File: config.mk
export PLATFORM = sky130hd
export DESIGN_NAME = touch_channel_processing
export DESIGN_NICKNAME = d
export VERILOG_FILES = /design/src/rtl/touch_channel_pkg.sv /design/src/rtl/touch_channel_processing.sv
export VERILOG_INCLUDE_DIRS = /design/src /design/src/rtl
export SDC_FILE = /design/constraint.sdc
export NUM_CORES = 2
export LEC_CHECK = 0
export BUFFER_PORTS_ARGS = -buffer_cell sky130_fd_sc_hd__buf_2
export CAP_MARGIN = 15
export CORE_MARGIN = 4
export CORE_UTILIZATION = 61
export DETAILED_ROUTE_END_ITERATION = 10
export GPL_TIMING_DRIVEN = 0
export HOLD_SLACK_MARGIN = 0.02
export PLACE_DENSITY = 0.79
export SETUP_SLACK_MARGIN = 0.2
export SYNTH_ARGS = -nofsm -noshare
export SYNTH_HDL_FRONTEND = slang
export SYNTH_SLANG_ARGS = --single-unit
File: constraint.sdc
create_clock -name aclk -period 20.9 [get_ports aclk]
set_clock_uncertainty 0.05 [all_clocks]
set_input_delay 3.135 -clock aclk [delete_from_list [all_inputs] [get_ports aclk]]
set_output_delay 3.135 -clock aclk [all_outputs]
set_load 0.02 [all_outputs]
File: src/rtl/touch_channel_cfg.svh
`ifndef TOUCH_CHANNEL_CFG_SVH
`define TOUCH_CHANNEL_CFG_SVH

// register byte offsets
`define REG_CTRL 8'h00
`define REG_THRESH 8'h04
`define REG_TUNE 8'h08
`define REG_STATUS 8'h0C
`define REG_VALUES 8'h10
`define REG_TIMEOUT 8'h14
`define REG_COMP 8'h18

// control fields
`define CTRL_RESEED 0
`define CTRL_OSC_TX 1
`define CTRL_DUAL_DIR 2
`define CTRL_STEP_EN 3
`define CTRL_RESET 32'h0000_0008

// threshold fields: prox delta, touch value, hysteresis, debounce
`define THR_PROX_LSB 0
`define THR_TOUCH_LSB 8
`define THR_HYST_LSB 16
`define THR_DEB_LSB 24
`define THRESH_RESET 32'h0310_4010

// tuning target (low half) and maximum counts (high half)
`define TUNE_RESET 32'hFFFF_0320

// power-step timeout (low half) and interaction reseed timeout (high half), conversions
`define TIMEOUT_RESET 32'h0064_0064

// status fields
`define ST_PROX 0
`define ST_TOUCH 1
`define ST_DIR 2
`define ST_TUNE_ERR 3
`define ST_RETUNE 4
`define ST_TUNING 5
`define ST_ULP 6
`define ST_SAMPLE_FAST 7

// tuning limits
`define COMP_MIN 10'h000
`define COMP_MAX 10'h3FF
`define COMP_RESET 10'h200
`define TUNE_MAX_STEPS 11'h400
`define TUNE_ERR_HOLDOFF 8'h40
`define BAND_SHIFT 3

// filter betas, damping = beta / 256
`define BETA_CNT_SLOW 8'h80
`define BETA_LTA_SLOW 8'h04
`define BETA_CNT_FAST 8'h40
`define BETA_LTA_FAST 8'h02
`define BETA_SHIFT 8

// transfer frequencies in kHz
`define XFER_KHZ_INDUCTIVE 14'h36B0
`define XFER_KHZ_CAPACITIVE 14'h03E8
`define XFER_KHZ_OSC 14'h3E80

// watchdog
`define CLK_HZ 50000000
`define WD_TIMEOUT_MS 255
`define WD_CYCLES (`WD_TIMEOUT_MS * (`CLK_HZ / 1000))

// bus responses
`define RESP_OKAY 2'b00
`define RESP_SLVERR 2'b10

`endif

File: src/rtl/touch_channel_pkg.sv
package touch_channel_pkg;

  typedef enum logic {PM_NORMAL, PM_ULTRA_LOW} power_mode_t;

  typedef struct packed {
    // bus slave
    logic aw_got;
    logic w_got;
    logic [7:0] awaddr;
    logic [31:0] wdata;
    logic [3:0] wstrb;
    logic bvalid;
    logic [1:0] bresp;
    logic rvalid;
    logic [1:0] rresp;
    logic [31:0] rdata;
    // software registers
    logic [31:0] ctrl;
    logic [31:0] thresh;
    logic [31:0] tune;
    logic [31:0] timeout;
    // channel processing
    logic started;
    logic beta_fast;
    logic [15:0] cnt_f;
    logic [15:0] long_term_reference;
    logic [9:0] comp;
    logic tuning;
    logic [10:0] tune_steps;
    logic tune_err;
    logic retune_flag;
    logic [7:0] holdoff;
    logic prox;
    logic [3:0] deb_cnt;
    logic touch;
    logic dir;
    logic [15:0] idle_cnt;
    logic [15:0] act_cnt;
    power_mode_t pmode;
    logic touch_out_n;
    // watchdog
    logic in_txn;
    logic [23:0] wd_cnt;
    logic soft_reset;
  } state_t;

endpackage : touch_channel_pkg

File: src/rtl/touch_channel_processing.sv
// The implementer's own choices: the address map and the AXI4-Lite register port.
`timescale 1ns/1ns
`include "touch_channel_cfg.svh"

module touch_channel_processing #(
  parameter bit CAPACITIVE = 1'b0,
  parameter int WD_CYCLES = `WD_CYCLES
) (
  // clock and reset
  input wire logic aclk,
  input wire logic aresetn,
  // axi4-lite write address
  input wire logic awvalid,
  output logic awready,
  input wire logic [7:0] awaddr,
  input wire logic [2:0] awprot,
  // axi4-lite write data
  input wire logic wvalid,
  output logic wready,
  input wire logic [31:0] wdata,
  input wire logic [3:0] wstrb,
  // axi4-lite write response
  output logic bvalid,
  input wire logic bready,
  output logic [1:0] bresp,
  // axi4-lite read address
  input wire logic arvalid,
  output logic arready,
  input wire logic [7:0] araddr,
  input wire logic [2:0] arprot,
  // axi4-lite read data
  output logic rvalid,
  input wire logic rready,
  output logic [31:0] rdata,
  output logic [1:0] rresp,
  // sensing front end
  input wire logic [15:0] count_live,
  input wire logic count_done,
  output logic conv_stop,
  output logic [9:0] compensation,
  output logic [13:0] xfer_freq_khz,
  output logic tx_osc_sel,
  // pins
  input wire logic sample_sel_pin,
  input wire logic hard_clear_n,
  output logic touch_out_n,
  output logic sample_fast,
  output logic ultra_low_power,
  // i2c transaction events from the host port
  input wire logic i2c_start,
  input wire logic i2c_access,
  input wire logic i2c_stop,
  input wire logic i2c_end_cmd,
  output logic soft_reset
);

  touch_channel_pkg::state_t st_ff;
  touch_channel_pkg::state_t nxt_st;

  function automatic touch_channel_pkg::state_t init_state();
    touch_channel_pkg::state_t s;
    s = '0;
    s.ctrl = `CTRL_RESET;
    s.thresh = `THRESH_RESET;
    s.tune = `TUNE_RESET;
    s.timeout = `TIMEOUT_RESET;
    s.comp = `COMP_RESET;
    s.pmode = touch_channel_pkg::PM_NORMAL;
    s.touch_out_n = 1'b1;
    return s;
  endfunction : init_state

  // f + (x - f) * beta / 256
  function automatic logic [15:0] iir(input logic [15:0] f, input logic [15:0] x,
                                      input logic [7:0] beta);
    logic signed [17:0] d;
    logic signed [26:0] p;
    logic signed [18:0] s;
    d = $signed({2'b00, x}) - $signed({2'b00, f});
    p = d * $signed({1'b0, beta});
    s = $signed({3'b000, f}) + $signed(p[26:`BETA_SHIFT]);
    return s[15:0];
  endfunction : iir

  // target +/- target/8
  function automatic logic in_band(input logic [15:0] v, input logic [15:0] tgt);
    logic [16:0] lo;
    logic [16:0] hi;
    lo = {1'b0, tgt} - {4'b0000, tgt[15:`BAND_SHIFT]};
    hi = {1'b0, tgt} + {4'b0000, tgt[15:`BAND_SHIFT]};
    return ({1'b0, v} >= lo) && ({1'b0, v} <= hi);
  endfunction : in_band

  function automatic logic [31:0] merge(input logic [31:0] old, input logic [31:0] d,
                                        input logic [3:0] be);
    logic [31:0] r;
    r = old;
    for (int i = 0; i < 4; i++) begin
      if (be[i]) begin
        r[8*i +: 8] = d[8*i +: 8];
      end
    end
    return r;
  endfunction : merge

  logic [15:0] max_counts;
  logic [15:0] target;
  logic [15:0] sample;
  logic [15:0] cnt_new;
  logic [15:0] lta_new;
  logic [16:0] delta_pos;
  logic [16:0] delta_neg;
  logic [16:0] delta;
  logic negative;
  logic [7:0] t_val;
  logic [7:0] t_hyst;
  logic [8:0] rel_val;
  logic [23:0] touch_thr;
  logic [23:0] release_thr;
  logic interacting;
  logic do_reseed;
  logic [7:0] beta_c;
  logic [7:0] beta_l;
  logic [31:0] status;
  logic wr_fire;
  logic rd_fire;

  assign max_counts = st_ff.tune[31:16];
  assign target = st_ff.tune[15:0];
  assign t_val = st_ff.thresh[`THR_TOUCH_LSB +: 8];
  assign t_hyst = st_ff.thresh[`THR_HYST_LSB +: 8];

  assign conv_stop = count_live > max_counts;
  assign sample = conv_stop ? max_counts : count_live;

  assign beta_c = st_ff.beta_fast ? `BETA_CNT_FAST : `BETA_CNT_SLOW;
  assign beta_l = st_ff.beta_fast ? `BETA_LTA_FAST : `BETA_LTA_SLOW;
  assign cnt_new = iir(st_ff.cnt_f, sample, beta_c);
  assign lta_new = iir(st_ff.long_term_reference, cnt_new, beta_l);

  // compare against freshly filtered counts
  assign delta_pos = {1'b0, st_ff.long_term_reference} - {1'b0, cnt_new};
  assign delta_neg = {1'b0, cnt_new} - {1'b0, st_ff.long_term_reference};
  assign negative = cnt_new > st_ff.long_term_reference;
  assign delta = negative ? (st_ff.ctrl[`CTRL_DUAL_DIR] ? delta_neg : 17'h0_0000) : delta_pos;
  assign touch_thr = ({16'h0000, t_val} * {8'h00, st_ff.long_term_reference}) >> `BETA_SHIFT;
  assign rel_val = {1'b0, t_val} - {1'b0, t_hyst};
  assign release_thr = rel_val[8] ? 24'h00_0000 :
                       ({8'h00, st_ff.long_term_reference} * {16'h0000, rel_val[7:0]}) >> `BETA_SHIFT;
  assign interacting = st_ff.prox || st_ff.touch;

  assign wr_fire = st_ff.aw_got && st_ff.w_got && !st_ff.bvalid;
  assign rd_fire = arvalid && arready;

  always_comb begin
    status = 32'h0000_0000;
    status[`ST_PROX] = st_ff.prox;
    status[`ST_TOUCH] = st_ff.touch;
    status[`ST_DIR] = st_ff.dir;
    status[`ST_TUNE_ERR] = st_ff.tune_err;
    status[`ST_RETUNE] = st_ff.retune_flag;
    status[`ST_TUNING] = st_ff.tuning;
    status[`ST_ULP] = st_ff.pmode == touch_channel_pkg::PM_ULTRA_LOW;
    status[`ST_SAMPLE_FAST] = st_ff.beta_fast;
  end

  always_comb begin
    nxt_st = st_ff;
    do_reseed = 1'b0;
    nxt_st.soft_reset = 1'b0;

    // bus slave: address and data taken in either order
    if (awvalid && awready) begin
      nxt_st.aw_got = 1'b1;
      nxt_st.awaddr = awaddr;
    end
    if (wvalid && wready) begin
      nxt_st.w_got = 1'b1;
      nxt_st.wdata = wdata;
      nxt_st.wstrb = wstrb;
    end
    if (bvalid && bready) begin
      nxt_st.bvalid = 1'b0;
    end
    if (rvalid && rready) begin
      nxt_st.rvalid = 1'b0;
    end
    if (rd_fire) begin
      nxt_st.rvalid = 1'b1;
      nxt_st.rresp = `RESP_OKAY;
      unique case (araddr)
        `REG_CTRL: nxt_st.rdata = st_ff.ctrl;
        `REG_THRESH: nxt_st.rdata = st_ff.thresh;
        `REG_TUNE: nxt_st.rdata = st_ff.tune;
        `REG_STATUS: nxt_st.rdata = status;
        `REG_VALUES: nxt_st.rdata = {st_ff.long_term_reference, st_ff.cnt_f};
        `REG_TIMEOUT: nxt_st.rdata = st_ff.timeout;
        `REG_COMP: nxt_st.rdata = {22'h00_0000, st_ff.comp};
        default: begin
          nxt_st.rdata = 32'h0000_0000;
          nxt_st.rresp = `RESP_SLVERR;
        end
      endcase
    end

    // strap followed every cycle until the first conversion after reset release
    if (!st_ff.started) begin
      nxt_st.beta_fast = sample_sel_pin;
    end

    // one conversion: filter, tune, compare
    if (count_done) begin
      nxt_st.started = 1'b1;
      nxt_st.retune_flag = 1'b0;
      if (st_ff.holdoff != 8'h00) begin
        nxt_st.holdoff = st_ff.holdoff - 8'h01;
      end
      if (st_ff.tuning) begin
        nxt_st.cnt_f = sample;
        if (in_band(sample, target) || st_ff.comp == `COMP_MIN || st_ff.comp == `COMP_MAX
            || st_ff.tune_steps == `TUNE_MAX_STEPS) begin
          nxt_st.tuning = 1'b0;
          nxt_st.tune_err = !in_band(sample, target) || st_ff.comp == `COMP_MIN
                            || st_ff.comp == `COMP_MAX;
          if (nxt_st.tune_err) begin
            nxt_st.holdoff = `TUNE_ERR_HOLDOFF;
          end
          nxt_st.long_term_reference = sample;
          nxt_st.prox = 1'b0;
          nxt_st.touch = 1'b0;
          nxt_st.deb_cnt = 4'h0;
        end else begin
          nxt_st.tune_steps = st_ff.tune_steps + 11'h001;
          nxt_st.comp = (sample < target) ? st_ff.comp + 10'h001 : st_ff.comp - 10'h001;
        end
      end else if (!st_ff.started || (!in_band(st_ff.long_term_reference, target) && st_ff.holdoff == 8'h00)) begin
        nxt_st.tuning = 1'b1;
        nxt_st.retune_flag = st_ff.started;
        nxt_st.tune_steps = 11'h000;
      end else begin
        nxt_st.cnt_f = cnt_new;
        if (!interacting) begin
          nxt_st.long_term_reference = lta_new;
        end
        // proximity with debounce
        if ((delta >= {9'h000, st_ff.thresh[`THR_PROX_LSB +: 8]}) != st_ff.prox) begin
          if (st_ff.deb_cnt >= st_ff.thresh[`THR_DEB_LSB +: 4]) begin
            nxt_st.prox = !st_ff.prox;
            nxt_st.deb_cnt = 4'h0;
          end else begin
            nxt_st.deb_cnt = st_ff.deb_cnt + 4'h1;
          end
        end else begin
          nxt_st.deb_cnt = 4'h0;
        end
        // touch with hysteresis
        if (!st_ff.touch && {7'h00, delta} >= touch_thr && touch_thr != 24'h00_0000) begin
          nxt_st.touch = 1'b1;
          nxt_st.dir = negative;
        end else if (st_ff.touch && {7'h00, delta} < release_thr) begin
          nxt_st.touch = 1'b0;
        end else if (st_ff.touch && release_thr == 24'h00_0000 && delta == 17'h0_0000) begin
          nxt_st.touch = 1'b0;
        end
        // automatic reseed after long interaction
        if (interacting && st_ff.timeout[31:16] != 16'h0000) begin
          nxt_st.act_cnt = st_ff.act_cnt + 16'h0001;
          if (st_ff.act_cnt >= st_ff.timeout[31:16]) begin
            do_reseed = 1'b1;
          end
        end else begin
          nxt_st.act_cnt = 16'h0000;
        end
        // power mode stepping
        if (interacting) begin
          nxt_st.idle_cnt = 16'h0000;
          nxt_st.pmode = touch_channel_pkg::PM_NORMAL;
        end else if (st_ff.idle_cnt >= st_ff.timeout[15:0]) begin
          if (st_ff.ctrl[`CTRL_STEP_EN]) begin
            nxt_st.pmode = touch_channel_pkg::PM_ULTRA_LOW;
          end
        end else begin
          nxt_st.idle_cnt = st_ff.idle_cnt + 16'h0001;
        end
        if (st_ff.ctrl[`CTRL_RESEED]) begin
          do_reseed = 1'b1;
          nxt_st.ctrl[`CTRL_RESEED] = 1'b0;
        end
        if (do_reseed) begin
          nxt_st.long_term_reference = cnt_new;
          nxt_st.prox = 1'b0;
          nxt_st.touch = 1'b0;
          nxt_st.deb_cnt = 4'h0;
          nxt_st.act_cnt = 16'h0000;
        end
      end
    end
    nxt_st.touch_out_n = !nxt_st.touch;

    // register write after both halves arrived; set of reseed wins over clear
    if (wr_fire) begin
      nxt_st.aw_got = 1'b0;
      nxt_st.w_got = 1'b0;
      nxt_st.bvalid = 1'b1;
      nxt_st.bresp = `RESP_OKAY;
      unique case (st_ff.awaddr)
        `REG_CTRL: nxt_st.ctrl = merge(nxt_st.ctrl, st_ff.wdata, st_ff.wstrb) | (nxt_st.ctrl
                                 & (32'h0000_0001 << `CTRL_RESEED));
        `REG_THRESH: nxt_st.thresh = merge(st_ff.thresh, st_ff.wdata, st_ff.wstrb);
        `REG_TUNE: nxt_st.tune = merge(st_ff.tune, st_ff.wdata, st_ff.wstrb);
        `REG_TIMEOUT: nxt_st.timeout = merge(st_ff.timeout, st_ff.wdata, st_ff.wstrb);
        `REG_STATUS, `REG_VALUES, `REG_COMP: nxt_st.bresp = `RESP_OKAY;
        default: nxt_st.bresp = `RESP_SLVERR;
      endcase
    end

    // watchdog: host accesses restart it inside a transaction
    if (i2c_start) begin
      nxt_st.in_txn = 1'b1;
    end
    if (i2c_stop || i2c_end_cmd) begin
      nxt_st.in_txn = 1'b0;
    end
    if (i2c_start || i2c_access || (!st_ff.in_txn && count_done)) begin
      nxt_st.wd_cnt = 24'h00_0000;
    end else begin
      nxt_st.wd_cnt = st_ff.wd_cnt + 24'h00_0001;
    end
    if ({8'h00, st_ff.wd_cnt} >= WD_CYCLES - 1) begin
      nxt_st = init_state();
      nxt_st.soft_reset = 1'b1;
    end
  end

  always_ff @(posedge aclk) begin
    if (!aresetn || !hard_clear_n) begin
      st_ff <= init_state();
    end else begin
      st_ff <= nxt_st;
    end
  end

  assign awready = !st_ff.aw_got && !st_ff.bvalid;
  assign wready = !st_ff.w_got && !st_ff.bvalid;
  assign arready = !st_ff.rvalid;
  assign bvalid = st_ff.bvalid;
  assign bresp = st_ff.bresp;
  assign rvalid = st_ff.rvalid;
  assign rdata = st_ff.rdata;
  assign rresp = st_ff.rresp;
  assign compensation = st_ff.comp;
  assign touch_out_n = st_ff.touch_out_n;
  assign sample_fast = st_ff.beta_fast;
  assign ultra_low_power = st_ff.pmode == touch_channel_pkg::PM_ULTRA_LOW;
  assign tx_osc_sel = st_ff.ctrl[`CTRL_OSC_TX];
  assign xfer_freq_khz = st_ff.ctrl[`CTRL_OSC_TX] ? `XFER_KHZ_OSC :
                         (CAPACITIVE ? `XFER_KHZ_CAPACITIVE : `XFER_KHZ_INDUCTIVE);
  assign soft_reset = st_ff.soft_reset;

endmodule : touch_channel_processing

* After elaboration in Yosys (flattened, before gate mapping)
Cells that the tools add are included.
** Word-level totals
- Register bits after elaboration :: 345
- Latch bits :: 0
- Memory bits (writable) :: 0
- ROM bits :: 0
- Logic and storage cells :: 282
- Memories :: 0
** Operators by class
- Add/sub/neg operators :: 17
- Multipliers :: 4
- Divide/modulo/power cells :: 0
- Magnitude comparators :: 14
- Equal/unequal tests :: 20
- Shift-type cells :: 0
- Muxes and demuxes :: 89
- Bitwise logic cells :: 4
- Reduce and logical (&&, ||, !) cells :: 89
** Operators with widths (number)
- 8-bit 2-to-1 mux :: 28
- 32-bit case mux with 7 select lines :: 1
- 32-bit 2-to-1 mux :: 5
- 16-bit 2-to-1 mux :: 9
- 97-bit 2-to-1 mux :: 1
- 35-bit 2-to-1 mux :: 2
- 16-bit by 16-bit subtractor with 17-bit output :: 4
- 3-bit AND reduction :: 17
- 8-bit by 5-bit equality test with 1-bit output, second input constant :: 6
- 40-bit 2-to-1 mux :: 1
- 12-bit 2-to-1 mux :: 3
- 16-bit by 17-bit >= comparator with 1-bit output :: 2
- 16-bit by 17-bit <= comparator with 1-bit output :: 2
- 17-bit 2-to-1 mux :: 2
- 34-bit 2-to-1 mux :: 1
- 16-bit by 1-bit adder with 16-bit output, second input constant :: 2
- 8-bit by 4-bit equality test with 1-bit output, second input constant :: 4
- 16-bit >= comparator :: 2
- 16-bit greater-than comparator :: 2
- 32-bit by 1-bit bitwise OR with 32-bit output :: 1
- 1-bit 2-to-1 mux :: 25
- 24-bit by 1-bit adder with 24-bit output, second input constant :: 1
- 24-bit >= comparator, second input constant :: 1
- 24-bit zero test :: 1
- 51 further kinds :: 114

* Depth between registers and ports, before layout
- Depth after elaboration :: 18
- Gate-level depth with buffers :: 61
- Depth with buffers taken out :: 59

* Least setup slack after synthesis
Ideal clock, no wire load.
- Path kind :: input to register
- Start :: input count_live[1]
- End :: register (tool-made name)
- Setup time :: 117 ps
- Arrival :: 13525 ps
- Slack :: 7208 ps
- Cell stages on the path :: 52
- Cell sequence :: ha_1 nor2b_1 o21a_1 o21a_1 o211ai_1 a21boi_0 o21ai_0 clkbuf_1 a21oi_1 ha_1 fa_1 nor2b_1 o21ai_0 a21boi_0 nor4_1 o31ai_1 nor4_1 o41ai_1 [... 16 more ...] and2_1 nand3_1 o211a_4 nor2_1 clkbuf_1 o22ai_1 ha_1 a21o_1 a21o_1 a21o_1 a21o_1 a21o_1 a21oi_1 a21o_1 o211a_1 a41o_1 nand2b_1 a22o_1
** RTL lines
- from (decl) :: RTL line touch_channel_processing.sv:37 : input wire logic [15:0] count_live,

==> impl_metrics.py <==
metrics = {
    "routing": {
        "drtPass1Iterations": 8,
        "drc": 0,
        "wl_per_cell_um": 22.3,
        "drt_iter0_markers": 3753,
        "via_per_inst": 6.24,
        "wirelength_um": 115000,
        "detail-route-antenna-nets": 0,
        "dr_total_vias": 32300,
    },
    "timing": {
        "finalSetupViolCount": 0,
        "period_needed_ns": 16.32,
        "tightest_slew_ns": 1.30,
        "slew_headroom_pct": 12.3,
        "finalHoldViolCount": 0,
        "layout_setup_ws_ns": 4.58,
        "finalMaxSlewViolations": 0,
        "max_freq_mhz": 61.3,
        "rsz0062_at_grt": "no",
        "timing.hold.ws_ns": 0.404,
        "finalCritPeriodShare_pct": 78.1,
        "final.setup.tns_ns": 0,
    },
    "grt": {
        "grt_pass1_wl_um": 175000,
        "overflow": 0,
        "grt.total_usage_pct": 37.6,
        "antenna_found_initial": 2,
        "grt_pass1_vias": 30800,
        "grt_max_degree": 15,
    },
    "pwr": {
        "p_leak_nw": 16.6,
        "ir_drop_mv": 0.0865,
        "switching_share_pct": 45.0,
        "power_frac_clock_pct": 21.1,
        "power_switching_mw": 1.42,
        "powerDensity_nw_per_um2": 85.7,
        "pwr-share-comb_pct": 56.9,
        "power_mw": 3.15,
        "intPower_mw": 1.73,
        "seqPwrFrac_pct": 22.0,
    },
    "synthesis": {
        "ys_seq_elements": 343,
        "ys_seq_area_share_pct": 20.3,
        "ys_types": 88,
        "synth_top_area_cell": "dfxtp_1",
        "ys_dominant_reg_cell": "dfxtp_1",
        "synth_warnings": 0,
        "yosys.area.top_type_share_pct": 20.3,
        "synthArstFlopShare_pct": 0,
        "avgSynthCellArea_um2": 8.06,
        "synth_area_leaders": "dfxtp_1 (20%), ha_1 (15%), fa_1 (10%)",
        "netlist_area_um2": 33800,
        "synth_edf_count": 0,
        "synthCells": 4187,
    },
    "finish": {
        "layout_common_cells": "nand2_1 (428), ha_1 (413), inv_1 (403)",
        "final_cells": 5167,
        "final_core_util_pct": 67.6,
        "fin_area_um2": 36800,
        "drive_above_1_share_pct": 7.79,
        "layout_commonest_cell": "nand2_1",
        "nets": 5079,
        "syn_to_final_growth_pct": 8.88,
    },
    "worst_setup_path": {
        "r2r_cells": 52,
        "path_max_fanout": 10,
        "required_ns": 21.29,
        "critPathMostFrequentCell": "ha_1",
        "end_kind": "flop",
        "r2r-start": "max_counts[1]",
        "reg2reg_setup_slack_ns": 6.79,
        "cpPeakStageDelay_ns": 0.78,
        "crit_arrival_ns": 16.71,
        "setup.worst_path.start": "count_live[9]",
        "cp_slowest_cell": "o31ai_1",
        "critPathKind": "input pin to flop",
        "cp-start-kind": "input pin",
    },
    "die": {
        "io_pins": 159,
        "fp.dieW_um": 243,
        "start_util_pct": 62.1,
        "fp-row-count": 85,
        "die_h_um": 243,
        "core_area_um2": 54300,
        "dieArea_um2": 59200,
    },
    "clock_tree": {
        "cts-resized-gates": 0,
        "clk_pin_slew_worst_paths_ns": 0.06,
        "post-cts-setup-buffer-count": 0,
        "root_buffer": "clkbuf_16",
        "cts_hold_buf": 0,
        "clk_latency_ns": 0.56,
        "cts_buffers": 36,
        "cts_buffer_depth": 3,
        "htreeDepth": 2,
        "clock-sinks": 343,
        "cts_tree": "built",
    },
    "run_status": {
        "status": "finished, final reports clean",
    },
    "placement": {
        "gp_congestion": 1.04,
        "dp_cells": 5101,
        "placed_area_um2": 35600,
        "pre_cts_slack_ns": 4.55,
        "numPortBuffers": 137,
        "dp_hpwl_um": 90400,
    },
    "flow_run": {
        "drv_cap": 0,
    },
    "min_path": {
        "hp-class": "flop to flop",
    },
}
-- layout make-up --
class	count	area (um2)
Inverter	405	1520
Timing Repair Buffer	145	736
Clock inverter	12	143
Multi-Input combinational cell	3232	24400
Fill cell	4719	17600
Buffer	238	1160
Tap cell	739	925
Sequential cell	343	6870
Clock buffer	51	1050
Antenna cell	2	5.00
-- kinds of logic after synthesis --
logic type / share of synthesized area (%)
compound gates: 17.1
xor+xnor: 5.27
fa+ha+maj: 25.8
buf+inv: 7.94
flops: 20.3
mux: 3.86
other cells: 0.0222
simple gates: 19.6
-- synthesized netlist by cell type, drive strengths merged, types with 32 or more instances --
cell type,number
nand2,428
ha,413
inv,405
nor2,372
dfxtp,343
a21oi,312
fa,177
and2,161
clkbuf,155
xnor2,149
o21ai,143
mux2i,111
nand3,86
buf,83
a21o,61
nor3,61
o211ai,56
a22oi,54
xor2,54
nand2b,48
nand4,40
nor4,34
a31oi,33
and3,32
nor2b,32
-- registers in the layout, summed over array words and instances, names as in the netlist, named ones only --
signal,cells
bresp,1
bvalid,1
compensation,10
max_counts,16
rdata,32
rresp,1
rvalid,1
sample_fast,1
soft_reset,1
st_ff,275
touch_out_n,1
tx_osc_sel,1
ultra_low_power,1
-- routing by layer --
layer / vias to the layer above / wire length (um) / global-route usage, % / part of all wire, %
met1: 15100 / 43700 / 48.0 / 38
met4: 0 / 9380 / 24.2 / 8.2
met2: 1883 / 48700 / 57.7 / 42
met3: 473 / 13300 / 8.46 / 12
met5: - / 0 / 0 / 0
li1: 14800 / - / - / -
-- how the worst min path moves through the flow --
stage / from / end / slack [ns] / cells after the start
after CTS: st_ff[235] / st_ff[235] / 0.41 / 2
final: st_ff[340] / st_ff[340] / 0.40 / 2
after detailed placement: st_ff[235] / st_ff[235] / 0.40 / 2
after global routing: st_ff[342] / st_ff[342] / 0.42 / 2
after global placement: st_ff[236] / st_ff[236] / 0.39 / 2
after floorplan: st_ff[1] / st_ff[1] / 0.38 / 1
-- power groups by stage --
| stage | clock network (mW) | registers (mW) | logic, mW |
|---|---|---|---|
| after floorplan | 0 | 0.693 | 1.29 |
| after global placement | 0 | 0.706 | 1.69 |
| after detailed placement | 0 | 0.706 | 1.72 |
| after CTS | 0.658 | 0.692 | 1.73 |
| after global routing | 0.685 | 0.694 | 1.97 |
| final | 0.664 | 0.694 | 1.79 |
-- worst max-delay path, delay by kind of cell --
family	cells	cell delay (ns)
AOI/OAI and AO/OA	24	6.43
xor gates and xnor gates	3	0.87
adders and majority gates	11	3.56
buffers and inverters	5	1.42
and+or+nand+nor	8	1.26
Power figures use the tool's default switching activity.
